===== src/tpu_defines.svh =====
// Register map, field positions, reset values and widths for the timer unit
`ifndef TPU_DEFINES_SVH
`define TPU_DEFINES_SVH

// ============================================================
// Register word indexes on the plain register port
`define TPU_ADDR_CTRL 8'h00
`define TPU_ADDR_COUNT 8'h01
`define TPU_ADDR_MOD 8'h02
`define TPU_ADDR_CH_BASE 8'h04

// ============================================================
// Timer control word fields
`define TPU_CTRL_PS_LSB 0
`define TPU_CTRL_PS_MSB 2
`define TPU_CTRL_SRC_LSB 3
`define TPU_CTRL_SRC_MSB 4
`define TPU_CTRL_CENTER 5
`define TPU_CTRL_OVF_IE 6
`define TPU_CTRL_OVF_FLAG 7

// ============================================================
// Channel control word fields
`define TPU_CH_MODE_LSB 0
`define TPU_CH_MODE_MSB 1
`define TPU_CH_SEL_LSB 2
`define TPU_CH_SEL_MSB 3
`define TPU_CH_IE 6
`define TPU_CH_FLAG 7

// ============================================================
// Reset values and widths
`define TPU_MOD_RESET 16'hffff
`define TPU_WORD_ZERO 16'h0000
`define TPU_PRE_WIDTH 7

`endif


===== src/tpu_pkg.sv =====
// Types shared by the timer unit and its channels
package tpu_pkg;

  // Counter clock source; off stops the counter
  typedef enum logic [1:0] {
    TPU_SRC_OFF,
    TPU_SRC_BUS,
    TPU_SRC_FIXED,
    TPU_SRC_PIN
  } tpu_src_type;

  // Channel function
  typedef enum logic [1:0] {
    TPU_CH_OFF,
    TPU_CH_CAPTURE,
    TPU_CH_COMPARE,
    TPU_CH_PWM
  } tpu_mode_type;

  // Channel configuration as one carrier
  typedef struct packed {
    logic irq_en;
    tpu_mode_type mode;
    logic [1:0] sel;
  } tpu_chcfg_type;

  // Counter timing strobes handed to every channel
  typedef struct packed {
    logic [15:0] count;
    logic fresh;
    logic boundary;
    logic center;
  } tpu_time_type;

endpackage


===== src/tpu_channel.sv =====
// One timer channel: capture, compare or pulse-width output
`timescale 1ns/1ps
`default_nettype none
`include "tpu_defines.svh"
module tpu_channel (
  input wire logic clk,
  input wire logic reset,
  input wire tpu_pkg::tpu_time_type tm,
  input wire tpu_pkg::tpu_chcfg_type cfg,
  input wire logic val_wr,
  input wire logic [15:0] wdata,
  input wire logic flag_clr,
  input wire logic pin_in,
  output logic [15:0] val_q,
  output logic flag_q,
  output logic irq_q,
  output logic pin_out_q,
  output logic pin_oe_n_q
);
  logic [15:0] val_act_q;
  logic sync1_q;
  logic sync2_q;
  logic prev_q;
  logic rise;
  logic fall;
  logic cap_hit;
  logic match;
  logic pwm_on;
  logic event_hit;
  logic cmp_out;

  // ============================================================
  // Pin input, two stages before any edge logic looks at it
  always_ff @(posedge clk) begin
    sync1_q <= pin_in;
    sync2_q <= sync1_q;
    prev_q <= sync2_q;
  end

  // Edge selection: 1 rising, 2 falling, 3 either
  assign rise = sync2_q & ~prev_q;
  assign fall = ~sync2_q & prev_q;
  assign cap_hit = (cfg.mode == tpu_pkg::TPU_CH_CAPTURE) &&
                   ((cfg.sel[0] && rise) || (cfg.sel[1] && fall));
  assign match = tm.fresh && (tm.count == val_act_q);
  // polarity select, sel[0] set means high-true pulse
  assign pwm_on = (tm.count < val_act_q) ~^ cfg.sel[0];
  assign event_hit = cap_hit ||
    (match && (cfg.mode == tpu_pkg::TPU_CH_COMPARE ||
               cfg.mode == tpu_pkg::TPU_CH_PWM));
  // action 1 toggle, 2 clear, 3 set, 0 pin untouched
  assign cmp_out = (cfg.sel == 2'h1) ? ~pin_out_q :
                   (cfg.sel == 2'h2) ? 1'b0 :
                   (cfg.sel == 2'h3) ? 1'b1 : pin_out_q;

  // ============================================================
  // Channel value: capture latches the count, software writes buffer
  always_ff @(posedge clk) begin
    if (reset) begin
      val_q <= `TPU_WORD_ZERO;
    end else if (cap_hit) begin
      val_q <= tm.count;
    end else if (val_wr) begin
      val_q <= wdata;
    end
  end

  // duty buffer moves in only at the period boundary
  // Compare and capture need the value at once, so they bypass the buffer
  always_ff @(posedge clk) begin
    if (reset) begin
      val_act_q <= `TPU_WORD_ZERO;
    end else if (cfg.mode != tpu_pkg::TPU_CH_PWM || tm.boundary) begin
      val_act_q <= val_q;
    end
  end

  // channel flag, a new event beats a clear in the same cycle
  always_ff @(posedge clk) begin
    if (reset) begin
      flag_q <= 1'b0;
      irq_q <= 1'b0;
    end else begin
      flag_q <= event_hit | (flag_q & ~flag_clr);
      irq_q <= cfg.irq_en & (event_hit | (flag_q & ~flag_clr));
    end
  end

  // pin driven only in compare or pwm, else given back to the port
  always_ff @(posedge clk) begin
    if (reset) begin
      pin_out_q <= 1'b0;
      pin_oe_n_q <= 1'b1;
    end else begin
      pin_oe_n_q <= ~(cfg.mode == tpu_pkg::TPU_CH_COMPARE ||
                      cfg.mode == tpu_pkg::TPU_CH_PWM);
      if (cfg.mode == tpu_pkg::TPU_CH_PWM) begin
        pin_out_q <= pwm_on;
      end else if (cfg.mode == tpu_pkg::TPU_CH_COMPARE && match) begin
        pin_out_q <= cmp_out;
      end
    end
  end
endmodule
`default_nettype wire


===== src/tpu_timer.sv =====
// Timer and pulse-width unit: counter, prescaler, register port, channels
//
// Overview of operation
// - All timing comes from one 16-bit counter behind prescaler and modulus.
// - Counter counts up, or up and down in center-aligned mode.
// - A 16-bit modulus register sets the counting range and period.
// - One control bit puts every channel not set to off into center-aligned mode.
// - Prescaler divides the source by 1, 2, 4 up to 128.
// - Counter source chosen among bus clock, fixed clock, external pin.
// - Fixed system clock is the external reference divided by two.
// - Each channel is capture, compare or edge-aligned pulse output.
// - Capture latches the count on rising, falling or either edge.
// - Compare sets, clears or toggles the pin on a count match.
// - Pulse output polarity is selectable high-true or low-true.
// - One interrupt per channel plus one for terminal count.
// - Unit one has five channels, four pinned; unit two three, one.
// - Each pinned channel owns one pin, returned to the port when unused.
`timescale 1ns/1ps
`default_nettype none
`include "tpu_defines.svh"
module tpu_timer #(
  // unit one uses 5 and 4, unit two uses 3 and 1
  parameter int CHANNELS = 5,
  parameter int PINNED = 4
) (
  input wire logic clk,
  input wire logic reset,
  input wire logic [7:0] reg_addr,
  input wire logic [15:0] reg_wdata,
  input wire logic reg_wr,
  input wire logic reg_rd,
  output logic [15:0] reg_rdata_q,
  input wire logic external_reference_clock,
  input wire logic ext_clock_pin,
  input wire logic [PINNED-1:0] timer_channel_pin_in,
  output logic [PINNED-1:0] timer_channel_pin_out,
  output logic [PINNED-1:0] timer_channel_pin_oe_n,
  output logic [CHANNELS-1:0] channel_irq_q,
  output logic overflow_irq_q
);

  // ============================================================
  // Helpers

  // Prescaler tap mask: ratio 2**ps needs the low ps bits all ones
  function automatic logic [`TPU_PRE_WIDTH-1:0] pre_mask(
    input logic [2:0] ps
  );
    pre_mask = 7'h7f >> (3'h7 - ps);
  endfunction

  // Channel slot of a register index
  function automatic logic [6:0] ch_slot(input logic [7:0] a);
    logic [7:0] rel;
    rel = a - `TPU_ADDR_CH_BASE;
    ch_slot = rel[7:1];
  endfunction

  // ============================================================
  // Control state
  logic [2:0] ps_q;
  tpu_pkg::tpu_src_type src_q;
  logic center_q;
  logic ovf_ie_q;
  logic ovf_flag_q;
  logic [15:0] mod_q;
  logic [15:0] mod_act_q;
  logic [15:0] count_q;
  logic down_q;
  logic fresh_q;
  logic boundary_q;
  logic [`TPU_PRE_WIDTH-1:0] pre_q;
  tpu_pkg::tpu_chcfg_type cfg_q [CHANNELS];

  // ============================================================
  // Clock source pins, two stages each before use
  logic ref1_q;
  logic ref2_q;
  logic ref3_q;
  logic half_q;
  logic pin1_q;
  logic pin2_q;
  logic pin3_q;

  always_ff @(posedge clk) begin
    ref1_q <= external_reference_clock;
    ref2_q <= ref1_q;
    ref3_q <= ref2_q;
    pin1_q <= ext_clock_pin;
    pin2_q <= pin1_q;
    pin3_q <= pin2_q;
  end

  // fixed clock ticks on every second reference rising edge
  // The reference must stay well below half of clk to be seen at all
  logic ref_rise;
  logic fixed_tick;
  logic pin_tick;
  assign ref_rise = ref2_q & ~ref3_q;
  assign fixed_tick = ref_rise & half_q;
  assign pin_tick = pin2_q & ~pin3_q;

  always_ff @(posedge clk) begin
    if (reset) begin
      half_q <= 1'b0;
    end else if (ref_rise) begin
      half_q <= ~half_q;
    end
  end

  // ============================================================
  // Source select and prescaler
  logic src_tick;
  logic count_tick;
  // independent source choice, off halts counting
  assign src_tick = (src_q == tpu_pkg::TPU_SRC_BUS) ? 1'b1 :
                    (src_q == tpu_pkg::TPU_SRC_FIXED) ? fixed_tick :
                    (src_q == tpu_pkg::TPU_SRC_PIN) ? pin_tick : 1'b0;
  // one count per 2**ps source ticks
  assign count_tick = src_tick &&
                      ((pre_q & pre_mask(ps_q)) == pre_mask(ps_q));

  always_ff @(posedge clk) begin
    if (reset || src_q == tpu_pkg::TPU_SRC_OFF) begin
      pre_q <= '0;
    end else if (src_tick) begin
      pre_q <= pre_q + 7'h01;
    end
  end

  // ============================================================
  // Register port decode
  logic wr_ctrl;
  logic wr_count;
  logic wr_mod;
  logic ch_hit;
  logic [6:0] slot;
  logic ovf_clr;
  assign wr_ctrl = reg_wr && reg_addr == `TPU_ADDR_CTRL;
  assign wr_count = reg_wr && reg_addr == `TPU_ADDR_COUNT;
  assign wr_mod = reg_wr && reg_addr == `TPU_ADDR_MOD;
  assign slot = ch_slot(reg_addr);
  assign ch_hit = reg_addr >= `TPU_ADDR_CH_BASE &&
                  slot < 7'(CHANNELS);
  assign ovf_clr = wr_ctrl && reg_wdata[`TPU_CTRL_OVF_FLAG];

  // ============================================================
  // Counter next state
  logic at_top;
  logic wrap_up;
  logic turn_down;
  logic end_down;
  logic period_end;
  assign at_top = count_q >= mod_act_q;
  // free-running up count wraps to zero after the modulus
  assign wrap_up = count_tick && !center_q && at_top;
  // center mode turns at the modulus and ends the period at zero
  assign turn_down = count_tick && center_q && !down_q && at_top &&
                     mod_act_q != `TPU_WORD_ZERO;
  assign end_down = count_tick && center_q && down_q &&
                    count_q <= 16'h0001;
  assign period_end = wrap_up || end_down ||
    (count_tick && center_q && mod_act_q == `TPU_WORD_ZERO);

  // the single counter every channel works from
  // A software write restarts the count and the period
  always_ff @(posedge clk) begin
    if (reset || wr_count) begin
      count_q <= `TPU_WORD_ZERO;
      down_q <= 1'b0;
    end else if (period_end) begin
      count_q <= `TPU_WORD_ZERO;
      down_q <= 1'b0;
    end else if (turn_down) begin
      count_q <= count_q - 16'h0001;
      down_q <= 1'b1;
    end else if (count_tick) begin
      count_q <= down_q ? count_q - 16'h0001 : count_q + 16'h0001;
    end
  end

  // Strobes in the same cycle as the new count, seen by every channel
  always_ff @(posedge clk) begin
    if (reset) begin
      fresh_q <= 1'b0;
      boundary_q <= 1'b0;
    end else begin
      fresh_q <= count_tick;
      boundary_q <= period_end | wr_count;
    end
  end

  // ============================================================
  // Timer control word and modulus
  // one bit switches every channel not set to off to center alignment
  always_ff @(posedge clk) begin
    if (reset) begin
      ps_q <= 3'h0;
      src_q <= tpu_pkg::TPU_SRC_OFF;
      center_q <= 1'b0;
      ovf_ie_q <= 1'b0;
    end else if (wr_ctrl) begin
      ps_q <= reg_wdata[`TPU_CTRL_PS_MSB:`TPU_CTRL_PS_LSB];
      src_q <= tpu_pkg::tpu_src_type'(
        reg_wdata[`TPU_CTRL_SRC_MSB:`TPU_CTRL_SRC_LSB]);
      center_q <= reg_wdata[`TPU_CTRL_CENTER];
      ovf_ie_q <= reg_wdata[`TPU_CTRL_OVF_IE];
    end
  end

  // terminal count flag, a new period end beats the clear
  always_ff @(posedge clk) begin
    if (reset) begin
      ovf_flag_q <= 1'b0;
      overflow_irq_q <= 1'b0;
    end else begin
      ovf_flag_q <= period_end | (ovf_flag_q & ~ovf_clr);
      overflow_irq_q <= ovf_ie_q & (period_end | (ovf_flag_q & ~ovf_clr));
    end
  end

  // software modulus, held until the period ends
  always_ff @(posedge clk) begin
    if (reset) begin
      mod_q <= `TPU_MOD_RESET;
    end else if (wr_mod) begin
      mod_q <= reg_wdata;
    end
  end

  // active modulus loads at the boundary or while stopped
  always_ff @(posedge clk) begin
    if (reset) begin
      mod_act_q <= `TPU_MOD_RESET;
    end else if (period_end || src_q == tpu_pkg::TPU_SRC_OFF) begin
      mod_act_q <= mod_q;
    end
  end

  // ============================================================
  // Channels
  tpu_pkg::tpu_time_type tm;
  assign tm.count = count_q;
  assign tm.fresh = fresh_q;
  assign tm.boundary = boundary_q;
  assign tm.center = center_q;

  logic [15:0] ch_val [CHANNELS];
  logic [CHANNELS-1:0] ch_flag;
  logic [CHANNELS-1:0] ch_pin_in;
  logic [CHANNELS-1:0] ch_pin_out;
  logic [CHANNELS-1:0] ch_pin_oe_n;
  logic [CHANNELS-1:0] ch_irq;

  genvar gi;
  generate
    for (gi = 0; gi < CHANNELS; gi++) begin : g_ch
      logic ctl_wr;
      logic val_wr;
      assign ctl_wr = reg_wr && ch_hit && slot == 7'(gi) && !reg_addr[0];
      assign val_wr = reg_wr && ch_hit && slot == 7'(gi) && reg_addr[0];

      // channels past the pinned count have no pin
      if (gi < PINNED) begin : g_pin
        assign ch_pin_in[gi] = timer_channel_pin_in[gi];
        assign timer_channel_pin_out[gi] = ch_pin_out[gi];
        assign timer_channel_pin_oe_n[gi] = ch_pin_oe_n[gi];
      end else begin : g_nopin
        assign ch_pin_in[gi] = 1'b0;
      end

      // per-channel mode, compare and capture, pulse output
      // center mode forces every channel not set to off into pulse output
      always_ff @(posedge clk) begin
        if (reset) begin
          cfg_q[gi] <= '0;
        end else if (ctl_wr) begin
          cfg_q[gi].irq_en <= reg_wdata[`TPU_CH_IE];
          cfg_q[gi].mode <= tpu_pkg::tpu_mode_type'(
            reg_wdata[`TPU_CH_MODE_MSB:`TPU_CH_MODE_LSB]);
          cfg_q[gi].sel <= reg_wdata[`TPU_CH_SEL_MSB:`TPU_CH_SEL_LSB];
        end
      end

      tpu_pkg::tpu_chcfg_type eff_cfg;
      assign eff_cfg.irq_en = cfg_q[gi].irq_en;
      assign eff_cfg.sel = cfg_q[gi].sel;
      assign eff_cfg.mode = (center_q &&
        cfg_q[gi].mode != tpu_pkg::TPU_CH_OFF) ?
        tpu_pkg::TPU_CH_PWM : cfg_q[gi].mode;

      tpu_channel u_ch (
        .clk(clk),
        .reset(reset),
        .tm(tm),
        .cfg(eff_cfg),
        .val_wr(val_wr),
        .wdata(reg_wdata),
        .flag_clr(ctl_wr && reg_wdata[`TPU_CH_FLAG]),
        .pin_in(ch_pin_in[gi]),
        .val_q(ch_val[gi]),
        .flag_q(ch_flag[gi]),
        .irq_q(ch_irq[gi]),
        .pin_out_q(ch_pin_out[gi]),
        .pin_oe_n_q(ch_pin_oe_n[gi])
      );
    end
  endgenerate

  assign channel_irq_q = ch_irq;

  // ============================================================
  // Read data, one cycle after the strobe; unmapped reads give zero
  logic [15:0] ctrl_word;
  logic [15:0] ch_ctl_word;
  logic [15:0] rd_mux;
  tpu_pkg::tpu_chcfg_type sel_cfg;
  logic [2:0] sel_idx;
  assign sel_idx = slot[2:0];
  assign sel_cfg = ch_hit ? cfg_q[sel_idx] : '0;
  assign ctrl_word = {8'h00, ovf_flag_q, ovf_ie_q, center_q,
                      src_q, ps_q};
  assign ch_ctl_word = {8'h00, ch_flag[sel_idx], sel_cfg.irq_en, 2'h0,
                        sel_cfg.sel, sel_cfg.mode};
  assign rd_mux = (reg_addr == `TPU_ADDR_CTRL) ? ctrl_word :
                  (reg_addr == `TPU_ADDR_COUNT) ? count_q :
                  (reg_addr == `TPU_ADDR_MOD) ? mod_q :
                  (ch_hit && !reg_addr[0]) ? ch_ctl_word :
                  (ch_hit) ? ch_val[sel_idx] : `TPU_WORD_ZERO;

  always_ff @(posedge clk) begin
    if (reset) begin
      reg_rdata_q <= `TPU_WORD_ZERO;
    end else if (reg_rd) begin
      reg_rdata_q <= rd_mux;
    end else begin
      reg_rdata_q <= `TPU_WORD_ZERO;
    end
  end

endmodule
`default_nettype wire


===== config.mk =====
export PLATFORM = sky130hd
export DESIGN_NAME = tpu_timer
export DESIGN_NICKNAME = d
export VERILOG_FILES = /design/src/tpu_pkg.sv /design/src/tpu_channel.sv /design/src/tpu_timer.sv
export VERILOG_INCLUDE_DIRS = /design/src
export SDC_FILE = /design/constraint.sdc
export NUM_CORES = 1
export LEC_CHECK = 0
export BUFFER_PORTS_ARGS = -buffer_cell sky130_fd_sc_hd__buf_2
export CORE_MARGIN = 2
export CORE_UTILIZATION = 55
export DETAILED_ROUTE_END_ITERATION = 8
export GPL_ROUTABILITY_DRIVEN = 0
export PLACE_DENSITY = 0.72
export SETUP_SLACK_MARGIN = 0.02
export SLEW_MARGIN = 20
export SYNTH_ARGS = -nofsm -noshare
export SYNTH_HDL_FRONTEND = slang
export SYNTH_HIERARCHICAL = 1
export SYNTH_SLANG_ARGS = --single-unit

===== constraint.sdc =====
create_clock -name clk -period 6.8 [get_ports clk]
set_input_delay 2.04 -clock clk [delete_from_list [all_inputs] [get_ports clk]]
set_output_delay 2.04 -clock clk [all_outputs]
set_load 0.02 [all_outputs]

======== Yosys cells after proc, flatten, opt, wreduce, memory -nomap -nowiden ========
Memories as Yosys holds them, arrays and structs flattened.
Index checks and enable logic that the tools add are counted.
word-level totals
  register bits after elaboration ......... 280
  bits in writable memories ............... 25
  input bits .............................. 34
  output and inout port bits .............. 30
  logic and storage cells ................. 409
  memories ................................ 1
memories
  name   depth  width  rd ports  clocked after Yosys merged registers in  wr ports  RTL line         text
  cfg_q  5      5      6         0                                        5         tpu_timer.sv:73  tpu_pkg::tpu_chcfg_type cfg_q [CHANNELS];
operators by class
  $add $sub $neg .......................... 5
  $lt $le $gt $ge ......................... 10
  equality and inequality tests ........... 46
  shifts and indexed selects .............. 1
  multiplexer cells ....................... 83
  bitwise gates (word level) .............. 77
  reductions and logical operators ........ 124
operators with widths
  kind                     count
  $mux W16                 18
  $eq A16 B16 Y1           5
  $logic_and A1 B1 Y1      68
  $lt A16 B16 Y1           4
  $bmux W16 S3             1
  $mux W1                  46
  $eq A2 B2 Y1 const B     20
  $mux W2                  15
  $reduce_bool A2 Y1       14
  $not A1 Y1               26
  $and A1 B1 Y1            23
  $logic_or A1 B1 Y1       23
  $or A1 B1 Y1             22
  $eq A2 B1 Y1 const B     9
  $add A16 B1 Y16 const B  1
  $ge A16 B16 Y1           1
  $le A16 B1 Y1 const B    1
  $logic_not A16 Y1        1
  $reduce_bool A16 Y1      1
  $reduce_bool A4 Y1       4
  $sub A16 B1 Y16 const B  1
  $eq A7 B2 Y1 const B     2
  $ne A2 B2 Y1 const B     5
  $eq A8 B1 Y1 const B     1
  other kinds (25)         34

======== Logic depth before layout (Yosys ltp) ========
  word-level depth ........................ 13
  mapped depth ............................ 16
  mapped depth without buffers ............ 12

======== Modules after synthesis ========
The synthesis kept the hierarchy.
modules (own cells, without submodules)
  module       times used  cells an instance  area an instance (um^2)  sequential area each (um^2)
  tpu_channel  5           247                2,008.2                  780.7
  tpu_timer    1           742                6,452.4                  2,552.4

======== Worst setup path after synthesis ========
No wires, ideal clock.
  kind .................................... input -> register
  from .................................... input port reg_addr[2]
  to ...................................... register g_ch[2].u_ch.val_q[5]
  setup time .............................. 0.128 ns
  arrival ................................. 4.794 ns
  required time ........................... 6.672 ns
  path slack .............................. 1.879 ns
  stages on the path ...................... 15
  buffers on the path ..................... 4
  cell sequence ........................... clkbuf_1 -> inv_2 -> ha_1 -> a2111oi_0 -> o21a_1 -> clkbuf_1 -> and2_1 -> nand3_1 -> nor3_1 -> buf_2 -> buf_2 -> mux2i_1 -> nor2_1 -> a21oi_1 -> nor2_1
on the way
  cells in the longest elaborated chain, start to end .. 7
  elaborated cells on any way between the ends .. 9
  those cells by class .................... add/sub (1); order compare (2); eq/ne (1); reduce/logical (5)
RTL lines
  what                                     RTL line           text
  from (decl)                              tpu_timer.sv:28    input wire logic [7:0] reg_addr,
  $sub A8 B3 Y8 (no source line)           --
  $lt A7 B3 Y1                             tpu_timer.sv:144   slot < 7'(CHANNELS);
  $logic_and A1 B1 Y1                      tpu_timer.sv:143   assign ch_hit = reg_addr >= `TPU_ADDR_CH_BASE &&
  $logic_and A1 B1 Y1                      tpu_timer.sv:261   assign val_wr = reg_wr && ch_hit && slot == 7'(gi) && reg_addr[0];
  $logic_and A1 B1 Y1 (*) (2 in series)    tpu_timer.sv:261
  net g_ch[2].val_wr                       tpu_timer.sv:259   logic val_wr;
  $reduce_bool A2 Y1 (no source line) (*)  --
  to (signal assigned)                     tpu_channel.sv:60  val_q <= `TPU_WORD_ZERO;
  to (signal assigned)                     tpu_channel.sv:62  val_q <= tm.count;
  to (signal assigned)                     tpu_channel.sv:64  val_q <= wdata;
  to (decl)                                tpu_channel.sv:14  output logic [15:0] val_q,
Mark *: on every way through the listed nets, which the timed path passes. The rest lies on a longest branch.
A chain may end at the register's enable or synchronous reset.

======== Worst setup path in the final report ========
  from .................................... input port reg_addr[2]
  to ...................................... register g_ch[4].u_ch.val_q[2]
on the way
  cells in the longest elaborated chain, start to end .. 6
  elaborated cells on any way between the ends .. 8
  those cells by class .................... add/sub (1); order compare (2); eq/ne (1); reduce/logical (4)
RTL lines
  what                                   RTL line
  $sub A8 B3 Y8 (no source line)         --
  $lt A7 B3 Y1                           tpu_timer.sv:144
  $logic_and A1 B1 Y1                    tpu_timer.sv:143
  $logic_and A1 B1 Y1                    tpu_timer.sv:261
  $logic_and A1 B1 Y1 (*) (2 in series)  tpu_timer.sv:261
  net g_ch[4].val_wr                     tpu_timer.sv:259
  to (signal assigned)                   tpu_channel.sv:60
  to (signal assigned)                   tpu_channel.sv:62
  to (signal assigned)                   tpu_channel.sv:64
  to (decl)                              tpu_channel.sv:14
Marked as above.

==> impl_metrics.yaml <==
run_status:
  outcome: "finished clean"
critical_path:
  cp_max_fo: 35
  cp_common_cell: "nor2_1"
  cp_num_buf_inv: 2
  endpoint_kind: "register"
  critical_path.cell_chain: "buf_2 -> buf_4 -> nand2b_1 -> nor2_1 -> and3_1 -> mux2i_1 -> nor2_1 -> a21oi_1 -> nor2_1"
  crit_family: "simple AND/OR/NAND/NOR gates"
  cp.required_ns: 7.16
  crit_slowest_cell: "and3_1"
  crit_type: "input port to register"
  max_stage_delay_ns: 0.93
  worst_ep_arrival_time_ns: 5.08
  cp-start-kind: "input port"
timing:
  holdWs_ns: 0.327
  tns_ns: 0
  fin_crit_sh_pct: 69.4
  max_slew_margin_pct: 25.0
  setup_slack_ns: 2.08
  fmaxAchievable_mhz: 212
  fin_skew_ns: 0.0190
  drv_slew: 0
  setup_violations: 0
  period_needed_ns: 4.72
  finalHoldViolCount: 0
  tightest_slew_ns: 1.10
  rsz0062_at_grt: "false"
power_and_ir_drop:
  p_sw_mw: 0.924
  ir_drop_v: 0.000166
  p_clk_share_pct: 47.6
  swShare_pct: 23.4
  p_per_area_nw_per_um2: 221
  leakage_nw: 7.18
  p_seq_share_pct: 47.3
  pwr-share-comb_pct: 5.2
  total_power_mw: 3.95
  internal_power_mw: 3.03
clocking:
  clk_pin_slew_ns: 0.06
  numCtsBuffers: 35
  cts_tree: "built"
  clock_sinks: 308
  htree_levels: 2
  root_buffer: "clkbuf_16"
  cts_max_path_buffers: 3
  post-cts-setup-buffers: 0
  cts.repair.resized: 0
  worstSkewPairLatency_ns: 0.52
  cts_hold_buf: 0
worst_hold_path:
  min_path_type: "register to register"
run:
  cap_violations: 0
route:
  via_count: 14000
  firstDrtPassIters: 5
  drt-vias-per-instance: 5.91
  drt-total-wl_mm: 46.6
  ant_nets: 0
  drcViolationCount: 0
  first_iter_violations: 1373
  drt-wirelength-per-cell_um: 19.7
global_routing:
  overflow: 0
  grt_start_max_net_pins: 101
  grt_pass1_wl_mm: 72.8
  grt_pass1_vias: 13100
  grt_usage_pct: 29.9
  antenna_found_initial: 1
logic_synthesis:
  syn_area_um2: 16200
  yosysWarnings: 6
  syn_area_per_cell_um2: 8.36
  synthCells: 1943
  synthesis.nets: 2092
placement:
  pre_cts_ws_ns: 1.72
  place_area_um2: 16700
  port_buffers: 63
  dp_hpwl_mm: 32.6
  place_inst: 2302
floorplan:
  dieArea_um2: 30900
  io_pins: 64
  coreArea_um2: 28900
  die_h_um: 176
  initial_core_util_pct: 56.3
  rows: 62
  die_width_um: 176
layout:
  fin_util_pct: 61.9
  regArea_um2: 6420
  area_growth_pct: 9.96
  fillerInstances: 2513
  postLayoutCellArea_um2: 17900
  final_nets: 2104
  multi_input_area_um2: 8810
  layout-drive-gt1-share_pct: 10.9
  final_cell_count_no_fill: 2366
==> cells in the final DEF (no fill, tap or decap), types with 32 or more instances in the layout <==
cell type    n
o21ai_0     46
inv_1      124
buf_2       62
mux2i_1     90
clkbuf_16   37
dfxtp_1    283
and2_1      34
nand2_1    293
nand3_1     32
ha_1       115
nor2_1     218
a21oi_1    256
==> flip-flops by register name, indices dropped and copies added, names as in the netlist, 4 cells and up <==
signal,count
cfg_q,25
count_q,16
g_ch.u_ch/flag_q,5
g_ch.u_ch/irq_q,5
g_ch.u_ch/pin_oe_n_q,4
g_ch.u_ch/pin_out_q,4
g_ch.u_ch/prev_q,5
g_ch.u_ch/sync1_q,5
g_ch.u_ch/sync2_q,5
g_ch.u_ch/val_act_q,80
g_ch.u_ch/val_q,80
mod_act_q,16
mod_q,16
pre_q,7
reg_rdata_q,16
==> final timing paths <==
path / startpoint / endpoint / slack [ns] / cells past startpoint
worst min register to register: g_ch[1].u_ch/sync1_q / g_ch[1].u_ch/sync2_q / 0.33 / 0
worst min-delay path: g_ch[1].u_ch/sync1_q / g_ch[1].u_ch/sync2_q / 0.33 / 0
worst max register to register: ref2_q / count_q[10] / 2.43 / 8
worst max-delay path: reg_addr[2] / g_ch[4].u_ch/val_q[2] / 2.08 / 9
==> area by class of cell <==
type,count,area share (%)
multi-input cells,1393,49.3
flip-flops and latches,308,35.9
clock buffers,53,5.75
repair buffers,92,3.02
well taps,384,2.69
inverters,125,2.63
clock inverters,10,0.617
diodes,1,0.0140
==> power by group through the flow <==
stage / clock [mW] / sequential [mW] / combinational, mW
2_1_floorplan: 0 / 1.90 / 0.131
3_3_place_gp: 0 / 1.91 / 0.196
3_5_place_dp: 0 / 1.91 / 0.199
4_1_cts: 1.90 / 1.87 / 0.200
5_1_grt: 1.98 / 1.87 / 0.219
6_report: 1.88 / 1.87 / 0.205
==> routing by layer <==
metal	part of all wire [%]	GRT usage [%]
met3	6.7	3.68
met5	0	0
met2	46	48.5
met1	43	40.2
met4	4.4	13.3
(Power assumes the default switching activity.)
